$ cat src/pkg/adc_frame_regs.vh
// constants for the serial converter frame control
`ifndef ADC_FRAME_REGS_VH
`define ADC_FRAME_REGS_VH
`define INIT_MAX_EDGES 5'd8
`define SAMPLE_START_EDGE 5'd5
`define SAMPLE_LEN 5'd20
`define CONV_START_EDGE 5'd24
`define FRAME_BITS 5'd16
`define TRISTATE_EDGE 5'd17
`define CONV_OSC_CYCLES 5'd20
`define INIT_CODE 16'h3FC0
`define RESULT_BITS 14
`define OSC_DIV_DEFAULT 4'h5
`define FIFO_DEPTH 32
`define FIFO_WIDTH 14
`endif

$ cat src/hw/result_fifo.v
// parameterised fifo holding converter results
`timescale 1ns/10ps
module result_fifo #(
    parameter WIDTH = 14,
    parameter DEPTH = 32,
    parameter AW = 5
) (
    input wire ref_clk, // system clock
    input wire rstn, // async reset, active low
    input wire in_valid, // write request
    output wire in_ready, // space available
    input wire [WIDTH-1:0] in_data, // write word
    output wire out_valid, // data available
    input wire out_ready, // reader accepts
    output wire [WIDTH-1:0] out_data // head word
);
    reg [WIDTH-1:0] mem [0:DEPTH-1];
    reg [AW:0] wr_ptr;
    reg [AW:0] rd_ptr;
    wire [AW:0] fill;
    wire do_wr;
    wire do_rd;

    // full and empty from pointer difference
    assign fill = wr_ptr - rd_ptr;
    assign in_ready = (fill != DEPTH[AW:0]);
    assign out_valid = (fill != {(AW+1){1'b0}});
    assign out_data = mem[rd_ptr[AW-1:0]];
    assign do_wr = in_valid && in_ready;
    assign do_rd = out_valid && out_ready;

    // storage array, no reset needed
    always @(posedge ref_clk)
    begin
        if (do_wr)
            mem[wr_ptr[AW-1:0]] <= in_data;
    end

    // pointer update
    always @(posedge ref_clk or negedge rstn)
    begin
        if (!rstn)
        begin
            wr_ptr <= {(AW+1){1'b0}};
            rd_ptr <= {(AW+1){1'b0}};
        end
        else
        begin
            if (do_wr)
                wr_ptr <= wr_ptr + 1'b1;
            if (do_rd)
                rd_ptr <= rd_ptr + 1'b1;
        end
    end
endmodule // result_fifo

$ cat src/hw/serial_adc_frame_control.v
// frame, sampling and conversion control of a serial 14-bit converter
`timescale 1ns/10ps
`include "adc_frame_regs.vh"
module serial_adc_frame_control (
    input wire ref_clk, // 50 MHz system clock
    input wire rstn, // async reset, active low
    input wire sclk, // serial clock from host
    input wire cs_n, // chip select, active low
    input wire frame_sync_input, // frame sync, tie high when unused
    output reg sdo_out, // serial data output value
    output reg sdo_oe, // serial data output enable
    input wire [13:0] analog_code, // digitised input level, straight binary
    output reg sampling, // sampling window active
    output reg converting, // conversion in progress
    output reg powered_down, // auto power-down state
    output reg [13:0] result_bits, // head of result fifo
    output reg result_valid, // result_bits holds a word
    input wire result_ready // consumer takes result_bits
);
    // synchronisers: first stage read only by second
    reg [1:0] sclk_s;
    reg [1:0] cs_s;
    reg [1:0] fs_s;
    reg sclk_d;
    reg cs_d;
    reg fs_d;
    wire sclk_rise;
    wire sclk_fall;
    wire cs_fall;
    wire cs_rise;
    wire fs_rise;
    wire fs_fall;
    wire fs_mode;

    always @(posedge ref_clk or negedge rstn)
    begin
        if (!rstn)
        begin
            sclk_s <= 2'b00;
            cs_s <= 2'b11;
            fs_s <= 2'b11;
            sclk_d <= 1'b0;
            cs_d <= 1'b1;
            fs_d <= 1'b1;
        end
        else
        begin
            sclk_s <= {sclk_s[0], sclk};
            cs_s <= {cs_s[0], cs_n};
            fs_s <= {fs_s[0], frame_sync_input};
            sclk_d <= sclk_s[1];
            cs_d <= cs_s[1];
            fs_d <= fs_s[1];
        end
    end

    // edge detection on the second stage
    assign sclk_rise = sclk_s[1] && !sclk_d;
    assign sclk_fall = !sclk_s[1] && sclk_d;
    assign cs_fall = !cs_s[1] && cs_d;
    assign cs_rise = cs_s[1] && !cs_d;
    assign fs_rise = fs_s[1] && !fs_d;
    assign fs_fall = !fs_s[1] && fs_d;
    // sync rises only start a frame while select is low
    assign fs_mode = !cs_s[1];

    // free oscillator divider standing in for the internal conversion clock
    reg [3:0] osc_div;
    reg osc_tick;
    always @(posedge ref_clk or negedge rstn)
    begin
        if (!rstn)
        begin
            osc_div <= 4'h0;
            osc_tick <= 1'b0;
        end
        else if (osc_div == `OSC_DIV_DEFAULT - 4'h1)
        begin
            osc_div <= 4'h0;
            osc_tick <= 1'b1;
        end
        else
        begin
            osc_div <= osc_div + 4'h1;
            osc_tick <= 1'b0;
        end
    end

    // frame bookkeeping
    reg active;
    reg [4:0] fall_cnt;
    reg [4:0] rise_cnt;
    reg [15:0] shift;
    reg [15:0] next_word;
    reg [13:0] sample_hold;
    reg [4:0] conv_cnt;
    reg conv_done_ok;
    reg init_pending;
    reg fifo_push;
    reg [13:0] fifo_word;
    wire fifo_in_ready;
    wire fifo_out_valid;
    wire [13:0] fifo_out_data;
    wire start_cs;
    wire start_fs;
    wire frame_start;
    wire frame_end;

    // select fall with sync high, or sync rise while select low
    // select fall starts only with sync high
    assign start_cs = cs_fall && fs_s[1];
    assign start_fs = fs_mode && fs_rise;
    assign frame_start = (start_cs || start_fs) && !active;
    assign frame_end = active && (cs_rise || (fs_rise && !start_fs));

    always @(posedge ref_clk or negedge rstn)
    begin
        if (!rstn)
        begin
            active <= 1'b0;
            fall_cnt <= 5'd0;
            rise_cnt <= 5'd0;
            shift <= 16'h0000;
            next_word <= `INIT_CODE;
            sample_hold <= 14'h0000;
            conv_cnt <= 5'd0;
            converting <= 1'b0;
            conv_done_ok <= 1'b0;
            init_pending <= 1'b0;
            sampling <= 1'b0;
            powered_down <= 1'b1;
            sdo_out <= 1'b0;
            sdo_oe <= 1'b0;
            fifo_push <= 1'b0;
            fifo_word <= 14'h0000;
        end
        else
        begin
            fifo_push <= 1'b0;
            if (converting && osc_tick)
            begin
                if (conv_cnt == `CONV_OSC_CYCLES - 5'd1)
                begin
                    converting <= 1'b0;
                    conv_done_ok <= 1'b1;
                    powered_down <= 1'b1;
                    next_word <= {sample_hold, 2'b00};
                    fifo_word <= sample_hold;
                    fifo_push <= fifo_in_ready;
                end
                conv_cnt <= conv_cnt + 5'd1;
            end
            if (frame_start)
            begin
                active <= 1'b1;
                powered_down <= 1'b0;
                fall_cnt <= 5'd0;
                rise_cnt <= 5'd0;
                if (converting)
                begin
                    converting <= 1'b0;
                    next_word <= `INIT_CODE;
                    shift <= `INIT_CODE;
                    sdo_out <= 1'b0;
                end
                else
                begin
                    shift <= next_word;
                    sdo_out <= next_word[15];
                end
                if (init_pending)
                begin
                    shift <= `INIT_CODE;
                    sdo_out <= 1'b0;
                    init_pending <= 1'b0;
                end
                sdo_oe <= 1'b1;
            end
            else if (active)
            begin
                if (sclk_rise)
                begin
                    rise_cnt <= rise_cnt + 5'd1;
                    if (rise_cnt + 5'd1 >= `TRISTATE_EDGE)
                        sdo_oe <= 1'b0;
                    else if (rise_cnt != 5'd0)
                    begin
                        shift <= {shift[14:0], 1'b0};
                        sdo_out <= shift[14];
                    end
                end
                if (sclk_fall)
                begin
                    fall_cnt <= fall_cnt + 5'd1;
                    if (fall_cnt + 5'd1 == `SAMPLE_START_EDGE - 5'd1)
                        sampling <= 1'b1;
                    if (fall_cnt + 5'd1 == `CONV_START_EDGE)
                    begin
                        sampling <= 1'b0;
                        sample_hold <= analog_code;
                        converting <= 1'b1;
                        conv_cnt <= 5'd0;
                        conv_done_ok <= 1'b0;
                        active <= 1'b0;
                    end
                end
                if (frame_end)
                begin
                    active <= 1'b0;
                    sampling <= 1'b0;
                    sdo_oe <= 1'b0;
                    // 1 to 8 falls is init
                    if (fall_cnt >= 5'd1 && fall_cnt <= `INIT_MAX_EDGES)
                        init_pending <= 1'b1;
                    powered_down <= 1'b1;
                end
            end
            else if (cs_rise)
                sdo_oe <= 1'b0;
        end
    end

    // result stream, back-pressured by result_ready
    wire pop;
    assign pop = fifo_out_valid && (!result_valid || result_ready);
    result_fifo #(
        .WIDTH(`FIFO_WIDTH),
        .DEPTH(`FIFO_DEPTH),
        .AW(5)
    ) u_fifo (
        .ref_clk(ref_clk),
        .rstn(rstn),
        .in_valid(fifo_push),
        .in_ready(fifo_in_ready),
        .in_data(fifo_word),
        .out_valid(fifo_out_valid),
        .out_ready(pop),
        .out_data(fifo_out_data)
    );

    // output register stage of the stream
    always @(posedge ref_clk or negedge rstn)
    begin
        if (!rstn)
        begin
            result_bits <= 14'h0000;
            result_valid <= 1'b0;
        end
        else if (pop)
        begin
            result_bits <= fifo_out_data;
            result_valid <= 1'b1;
        end
        else if (result_ready)
            result_valid <= 1'b0;
    end
endmodule // serial_adc_frame_control

$ cat config.mk
export PLATFORM = sky130hd
export DESIGN_NAME = serial_adc_frame_control
export DESIGN_NICKNAME = d
export VERILOG_FILES = /design/src/hw/result_fifo.v /design/src/hw/serial_adc_frame_control.v
export VERILOG_INCLUDE_DIRS = /design/src /design/src/pkg
export SDC_FILE = /design/constraint.sdc
export NUM_CORES = 1
export LEC_CHECK = 0
export CAP_MARGIN = 30
export CORE_UTILIZATION = 25
export CTS_CLUSTER_SIZE = 14
export DETAILED_ROUTE_END_ITERATION = 16
export DONT_BUFFER_PORTS = 1
export GPL_TIMING_DRIVEN = 0
export SLEW_MARGIN = 5
export SYNTH_ARGS = -nofsm -noshare
export SYNTH_HDL_FRONTEND = slang
export SYNTH_SLANG_ARGS = --single-unit
$ cat constraint.sdc
create_clock -name ref_clk -period 4.2 [get_ports ref_clk]
set_clock_uncertainty 0.05 [all_clocks]
set_input_delay 0.21 -clock ref_clk [delete_from_list [all_inputs] [get_ports ref_clk]]
set_output_delay 0.21 -clock ref_clk [all_outputs]
set_load 0.005 [all_outputs]
# ---- Word-level counts from Yosys, hierarchy flattened
# Memory sizes are Yosys's and may differ from the RTL's. A register that Yosys moved wholly into a read port is not among the register bits.
# Cells that the tools add are included.
dict set report word_totals {
  regBits 109
  ram_bits 448
  inputBits 20
  wordCells 161
  memories 1
}
dict set report op_classes {
  n_addsub 7
  order_cmp 3
  n_eq_ne 8
  n_mux 68
  n_bitwise 1
  n_reduce_logical 47
}
# memory depth word_bits rd rd_ports_with_merged_regs write_ports line
set mem_list {}
lappend mem_list {u_fifo.mem 32 14 1 1 1 result_fifo.v:17} ;# reg [WIDTH-1:0] mem [0:DEPTH-1];
# cell count
set ops {}
lappend ops {{$mux W15} 7}
lappend ops {{$mux W16} 4}
lappend ops {{$mux W5} 11}
lappend ops {{$mux W1} 45}
lappend ops {{$reduce_bool A2 Y1} 8}
lappend ops {{$add A5 B1 Y5 const B} 3}
lappend ops {{$logic_and A1 B1 Y1} 15}
lappend ops {{$add A6 B1 Y6 const B} 2}
lappend ops {{$reduce_and A4 Y1} 3}
lappend ops {{$eq A5 B5 Y1 const B} 2}
lappend ops {{$logic_not A1 Y1} 9}
lappend ops {{$ne A6 B6 Y1 const B} 1}
lappend ops {{$reduce_and A2 Y1} 3}
lappend ops {{$reduce_and A3 Y1} 2}
lappend ops {{$reduce_bool A3 Y1} 2}
lappend ops {{$reduce_bool A6 Y1} 1}
lappend ops {{$sub A6 B6 Y6} 1}
lappend ops {{$eq A5 B3 Y1 const B} 1}
lappend ops {{$ge A5 B1 Y1 const B} 1}
lappend ops {{$ge A5 B5 Y1 const B} 1}
lappend ops {{$le A5 B4 Y1 const B} 1}
lappend ops {{$reduce_bool A5 Y1} 1}
lappend ops {{$add A4 B1 Y4 const B} 1}
lappend ops {{$eq A4 B3 Y1 const B} 1}
lappend ops {{6 further kinds} 8}

# ---- Logic depth before layout (Yosys ltp)
dict set report logic_depth {
  depth_word 10
  ltp_mapped 12
  depth_no_buf 8
}

# ---- By module
# A second synthesis with hierarchy kept.
dict set report hier_totals {
  cells_unflattened 1213
  area_unflattened_um2 22748.1
}
# mod n_inst cells_each area_each_um2 seq_area_each_um2
set modules_own_cells {}
lappend modules_own_cells {result_fifo 1 792 17952.2 13753.2}
lappend modules_own_cells {serial_adc_frame_control 1 421 4795.8 2796.4}

# ---- Least setup slack after synthesis
# Ideal clock, no wire load.
dict set report synth_path {
  kind {flip-flop to flip-flop}
  from {register u_fifo.rd_ptr[2]}
  to {memory u_fifo.mem[29][0], enable pin}
  arrival_time_ps 2725
  required_ps 3766
  slack_ps 1040
  stages_incl_launch_ff 12
  path_buffers 3
  synth_period_minus_slack_ps 3160
  cell_sequence {dfrtp_1 -> buf_2 -> inv_1 -> clkbuf_1 -> ha_1 -> o21ai_0 -> a21oi_1 -> a31oi_1 -> a2111o_1 -> buf_2 -> nand3_1 -> nor2_1}
}
dict set report synth_via {
  elab_chain_cells 5
}
# item line
set synth_lines {}
lappend synth_lines {{from (decl)} result_fifo.v:19} ;# reg [AW:0] rd_ptr;
lappend synth_lines {{from (signal assigned)} result_fifo.v:45} ;# rd_ptr <= {(AW+1){1'b0}};
lappend synth_lines {{from (signal assigned)} result_fifo.v:52} ;# rd_ptr <= rd_ptr + 1'b1;
lappend synth_lines {{$sub A6 B6 Y6} result_fifo.v:25} ;# assign fill = wr_ptr - rd_ptr;
lappend synth_lines {{$ne A6 B6 Y1} result_fifo.v:26} ;# assign in_ready = (fill != DEPTH[AW:0]);
lappend synth_lines {{$logic_and A1 B1 Y1} result_fifo.v:29} ;# assign do_wr = in_valid && in_ready;
lappend synth_lines {{$mux W1} result_fifo.v:35} ;# if (do_wr)
lappend synth_lines {{$mux W1 (not written as such)} result_fifo.v:36} ;# mem[wr_ptr[AW-1:0]] <= in_data;
lappend synth_lines {{to (decl)} result_fifo.v:17}
# Every way passes these cells.

# ---- Worst setup path in the final report
dict set report layout_path {
  from {register u_fifo.rd_ptr[2]}
  to {memory u_fifo.mem[30][2], enable pin}
}
# The elaborated chain is that of the path after synthesis.

==> impl_results.html <==
<table>
<tr><th>Metric</th><th>Value</th></tr>
<tr><th colspan="2">STA</th></tr>
<tr><td>Worst-case headroom to the max-slew limit</td><td>32.20%</td></tr>
<tr><td>Portion of the clock cycle consumed by the worst path in the final layout</td><td>100.6%</td></tr>
<tr><td>Final-report max-slew violation count</td><td>0</td></tr>
<tr><td>Shortest clock period the worst path allows after layout</td><td>4.223 ns</td></tr>
<tr><td>Smallest hold slack</td><td>0.03720 ns</td></tr>
<tr><td>Setup violators final</td><td>14</td></tr>
<tr><td>Smallest setup slack after layout</td><td>-0.02345 ns</td></tr>
<tr><td>Transition time of the tightest slew-check pin</td><td>1.017 ns</td></tr>
<tr><td>Number of hold violations in the final report</td><td>0</td></tr>
<tr><td>Fmax achieved</td><td>0.2368 GHz</td></tr>
<tr><td>RSZ-0062 raised after global routing</td><td>yes</td></tr>
<tr><th colspan="2">Global route</th></tr>
<tr><td>Via count of the first global-routing pass</td><td>11840</td></tr>
<tr><td>Maximum number of pins on one net before global-route repair</td><td>124</td></tr>
<tr><td>Congestion Overflow GR</td><td>0</td></tr>
<tr><td>Overall Global Routing Usage</td><td>11.94%</td></tr>
<tr><td>Global-route wire length before repair</td><td>80.18 mm</td></tr>
<tr><td>Initial antenna violation count</td><td>0</td></tr>
<tr><th colspan="2">Clock network</th></tr>
<tr><td>Deepest clock path buffer count</td><td>3</td></tr>
<tr><td>Clock input transition at the sequential cells of the worst setup and hold paths</td><td>0.06 ns</td></tr>
<tr><td>Cts bufs inserted</td><td>52</td></tr>
<tr><td>Clock Sink Count</td><td>571</td></tr>
<tr><td>Clock insertion delay at the later pin of the skew report</td><td>0.61 ns</td></tr>
<tr><td>H-tree levels</td><td>2</td></tr>
<tr><td>Clock tree from TritonCTS</td><td>built</td></tr>
<tr><td>Root buffer cell</td><td>sky130_fd_sc_hd__clkbuf_16</td></tr>
<tr><th colspan="2">Yosys</th></tr>
<tr><td>Part of the Yosys area used for sequential elements</td><td>73.87%</td></tr>
<tr><td>Number of unique standard cell types used by synthesis</td><td>57</td></tr>
<tr><td>Most used standard cell by instance count after synthesis</td><td>sky130_fd_sc_hd__edfxtp_1</td></tr>
<tr><td>Synth Register Bits</td><td>571</td></tr>
<tr><td>Post-synth top area share</td><td>60.05%</td></tr>
<tr><td>Number of nets produced by synthesis</td><td>1248</td></tr>
<tr><td>Top flip-flop cell by instance count after synthesis</td><td>sky130_fd_sc_hd__edfxtp_1</td></tr>
<tr><td>Number of warnings printed during yosys synthesis</td><td>0</td></tr>
<tr><td>Average cell area after synthesis</td><td>18.53 um^2</td></tr>
<tr><td>Synth top area cells</td><td>sky130_fd_sc_hd__edfxtp_1, sky130_fd_sc_hd__dfrtp_1, sky130_fd_sc_hd__mux4_2</td></tr>
<tr><td>Count of flip-flops with a built-in enable after synthesis</td><td>448</td></tr>
<tr><td>Most numerous cell types in the synthesized netlist</td><td>sky130_fd_sc_hd__edfxtp_1, sky130_fd_sc_hd__dfrtp_1, sky130_fd_sc_hd__mux4_2, sky130_fd_sc_hd__nor2_1, sky130_fd_sc_hd__o22ai_1</td></tr>
<tr><td>Mapped Area</td><td>22400 um^2</td></tr>
<tr><td>Gate Count Post-Synth</td><td>1209</td></tr>
<tr><td>Async S/R FF share, synth</td><td>21.54%</td></tr>
<tr><td>Yosys top cell by area</td><td>sky130_fd_sc_hd__edfxtp_1</td></tr>
<tr><th colspan="2">Detailed routing</th></tr>
<tr><td>Total number of vias</td><td>11710</td></tr>
<tr><td>Number of remaining DRC errors</td><td>0</td></tr>
<tr><td>Final WL</td><td>54.20 mm</td></tr>
<tr><td>Detail-routed via count per cell</td><td>4.641</td></tr>
<tr><td>Number of detailed-routing iterations run before antenna repair</td><td>7</td></tr>
<tr><td>Average detailed-routed wire length per instance</td><td>21.48 um</td></tr>
<tr><td>Initial drt markers</td><td>1341</td></tr>
<tr><td>Post-DRT Antenna Nets</td><td>0</td></tr>
<tr><th colspan="2">Floorplanning</th></tr>
<tr><td>Std-Cell Core Area</td><td>88510 um^2</td></tr>
<tr><td>Effective utilization at floorplan</td><td>25.31%</td></tr>
<tr><td>Height of the die</td><td>301.4 um</td></tr>
<tr><td>Boundary Pins</td><td>40</td></tr>
<tr><td>Horiz. Die Dim</td><td>301.4 um</td></tr>
<tr><td>Full die area</td><td>90820 um^2</td></tr>
<tr><td>FP Rows</td><td>109</td></tr>
<tr><th colspan="2">Place</th></tr>
<tr><td>Post-detailed-placement half-perimeter wirelength</td><td>36.69 mm</td></tr>
<tr><td>Post-place setup slack</td><td>0.02619 ns</td></tr>
<tr><td>Placed Instances</td><td>2403</td></tr>
<tr><td>RePlAce Congestion</td><td>0.7934</td></tr>
<tr><td>Number of buffers inserted by port buffering</td><td>0</td></tr>
<tr><th colspan="2">Setup path</th></tr>
<tr><td>Critical Path RT</td><td>4.38 ns</td></tr>
<tr><td>Beginning of the worst register-to-register path</td><td>u_fifo.rd_ptr[2]$_DFFE_PN0P_</td></tr>
<tr><td>R2R Path End</td><td>u_fifo.mem[30][2]$_DFFE_PP_</td></tr>
<tr><td>End point of the critical path</td><td>u_fifo.mem[30][2]$_DFFE_PP_</td></tr>
<tr><td>Register-to-register setup slack</td><td>-0.02 ns</td></tr>
<tr><td>CP Capture Type</td><td>register</td></tr>
<tr><td>Critical Path Source Type</td><td>register</td></tr>
<tr><td>Largest fanout of any net on the critical path</td><td>14</td></tr>
<tr><td>WS Path Type</td><td>reg2reg</td></tr>
<tr><td>Launching element of the worst setup path</td><td>u_fifo.rd_ptr[2]$_DFFE_PN0P_</td></tr>
<tr><td>Depth of the worst register-to-register path</td><td>11</td></tr>
<tr><td>Data arrival at the endpoint of the critical path</td><td>4.40 ns</td></tr>
<tr><th colspan="2">Cells and area</th></tr>
<tr><td>Finished Layout Cells</td><td>2523</td></tr>
<tr><td>Total area of multi-input combinational cells</td><td>5538 um^2</td></tr>
<tr><td>Share of post-route cells with drive strength above 1</td><td>24.61%</td></tr>
<tr><td>Post-layout net count</td><td>1355</td></tr>
<tr><td>FF+latch area</td><td>16550 um^2</td></tr>
<tr><td>Fill cell instance count of the final layout</td><td>8518</td></tr>
<tr><td>Growth of design area from synthesis to finish</td><td>17.82%</td></tr>
<tr><th colspan="2">Power</th></tr>
<tr><td>Pwr per Cell Area</td><td>429.5 nW/um^2</td></tr>
<tr><td>Share of power burned in combinational logic</td><td>3.4%</td></tr>
<tr><td>Reg power frac</td><td>55.1%</td></tr>
<tr><td>Fraction of power spent switching nets</td><td>20.67%</td></tr>
<tr><td>Clock network power share</td><td>41.5%</td></tr>
<tr><td>Power Total</td><td>11.34 mW</td></tr>
<tr><td>Net switching power</td><td>2.343 mW</td></tr>
<tr><td>Static leakage</td><td>7.515 nW</td></tr>
<tr><td>VDD IR max</td><td>0.0003109 V</td></tr>
<tr><td>Internal power summed over all cells</td><td>8.994 mW</td></tr>
<tr><th colspan="2">Status</th></tr>
<tr><td>Run status</td><td>finished with violations</td></tr>
<tr><td>Violations in the final reports</td><td>setup timing</td></tr>
<tr><th colspan="2">Hold path</th></tr>
<tr><td>Class of the worst hold path</td><td>in2reg</td></tr>
<tr><th colspan="2">Job</th></tr>
<tr><td>Max-cap violations</td><td>0</td></tr>
</table>
registers in the layout, summed over array words and instances, names as in the netlist, 2 cells and up, named ones only:
signal,flops
u_fifo.mem,448
shift,15
fifo_word,14
result_bits,14
sample_hold,14
u_fifo.rd_ptr,6
u_fifo.wr_ptr,6
conv_cnt,5
fall_cnt,5
rise_cnt,5
osc_div,4
cs_s,2
fs_s,2
next_word,2
sclk_s,2
cell usage in the layout (no fill, tap or decap), drive strengths merged, types with 2 or more instances in the layout:
| cell type | netlist | routed |
|---|---|---|
| nand3 | 25 | 25 |
| clkbuf | 20 | 93 |
| bufinv | 0 | 4 |
| dlygate4sd3 | 0 | 18 |
| a22o | 4 | 4 |
| xor2 | 10 | 10 |
| a22oi | 17 | 17 |
| and3 | 8 | 8 |
| clkinv | 0 | 15 |
| buf | 37 | 72 |
| o211ai | 3 | 3 |
| or3 | 3 | 3 |
| ha | 19 | 19 |
| dfrtp | 108 | 108 |
| edfxtp | 448 | 448 |
| nand2b | 5 | 5 |
| and2 | 4 | 4 |
| or3b | 3 | 3 |
| inv | 20 | 23 |
| nor2b | 3 | 3 |
| mux2 | 44 | 44 |
| a21o | 2 | 2 |
| mux2i | 35 | 35 |
| o21ai | 15 | 15 |
| nor3b | 4 | 4 |
| a21oi | 23 | 23 |
| nand3b | 4 | 4 |
| nor2 | 63 | 63 |
| xnor2 | 15 | 15 |
| nand2 | 39 | 39 |
| mux4 | 96 | 96 |
| o21a | 10 | 10 |
| dfstp | 15 | 15 |
| and4 | 2 | 2 |
| nor3 | 6 | 6 |
| nor4 | 15 | 15 |
| o221a | 7 | 7 |
| o22ai | 49 | 49 |
| o22a | 16 | 16 |
power by group through the flow:
| stage | Clock, mW | Sequential, mW | Combinational (mW) |
|---|---|---|---|
| after floorplan | 0 | 6.34 | 0.290 |
| after global placement | 0 | 6.36 | 0.332 |
| after detailed placement | 0 | 6.37 | 0.344 |
| after CTS | 4.80 | 6.25 | 0.392 |
| after global routing | 5.00 | 6.26 | 0.437 |
| final | 4.70 | 6.25 | 0.385 |
worst min-delay path by stage:
stage	start	endpoint	slack [ns]	depth (start not counted)
5_1_grt	result_ready	result_valid$_DFFE_PN0P_	0.08	2
3_3_place_gp	rstn	rise_cnt[0]$_DFFE_PN0P_	-0.13	0
2_1_floorplan	rstn	async pin	-0.14	0
3_5_place_dp	rstn	sdo_oe$_DFFE_PN0P_	-0.13	0
6_report	result_ready	result_valid$_DFFE_PN0P_	0.04	2
4_1_cts	result_ready	result_valid$_DFFE_PN0P_	0.05	2
timing repair:
item / 4_1_cts / 5_1_grt
buffers inserted: 0 / 0
endpoints found under the setup margin: 0 / 242
hold buffers: 19 / 0
gates resized for setup: 0 / 0
endpoints found under the hold margin: 140 / 0
critical path: stages, from the launching register on:
cell and delay, ns:
sky130_fd_sc_hd__dfrtp_1 0.36, sky130_fd_sc_hd__buf_2 0.18, sky130_fd_sc_hd__inv_1 0.09, sky130_fd_sc_hd__clkbuf_1 0.49, sky130_fd_sc_hd__ha_1 0.38, sky130_fd_sc_hd__o21ai_0 0.18, sky130_fd_sc_hd__a21oi_1 0.09, sky130_fd_sc_hd__a31oi_1 0.23
sky130_fd_sc_hd__a2111o_1 0.17, sky130_fd_sc_hd__buf_2 0.19, sky130_fd_sc_hd__nand3_1 0.49, sky130_fd_sc_hd__nor2_2 0.96
kinds of logic (layout without fill, tap and decap cells):
kind of cell,count (synthesis),count (layout),share of synthesized area (%)
buffers and inverters,77,225,1.681
other,0,1,0
flip-flops,571,571,73.87
AO/OA/AOI/OAI,155,155,4.943
AND/OR/NAND/NOR,187,187,4.043
multiplexers,175,175,13.43
XOR/XNOR,25,25,0.9773
adder cells (fa/ha/maj),19,19,1.061
per-layer routing:
layer,GRT usage [%],vias up,share of wire (%)
li1,-,5047,-
met1,15.71,6245,41
met2,20.05,346,50
met3,1.945,70,5.9
met4,3.795,0,2.5
met5,0,-,0
stage by stage:
stage	utilization, %	instance area [um^2]	setup TNS (ns)
after detailed placement	27.59	24420	0
final	29.82	26400	-0.2591
after global placement	26.96	23860	-71.57
after floorplan	-	22400	0
after global routing	29.82	26390	-27.23
after CTS	29.72	26310	0
area by class of cell:
cell class | instances | area share, %
Clock inverter | 22 | 0.9101
Inverter | 20 | 0.2844
Tap cell | 1165 | 5.522
Timing Repair Buffer | 53 | 2.991
Clock buffer | 73 | 5.461
Buffer | 57 | 1.142
Antenna cell | 1 | 0.009480
Multi-Input combinational cell | 561 | 20.98
Sequential cell | 571 | 62.70
Power figures use the tool's default switching activity.
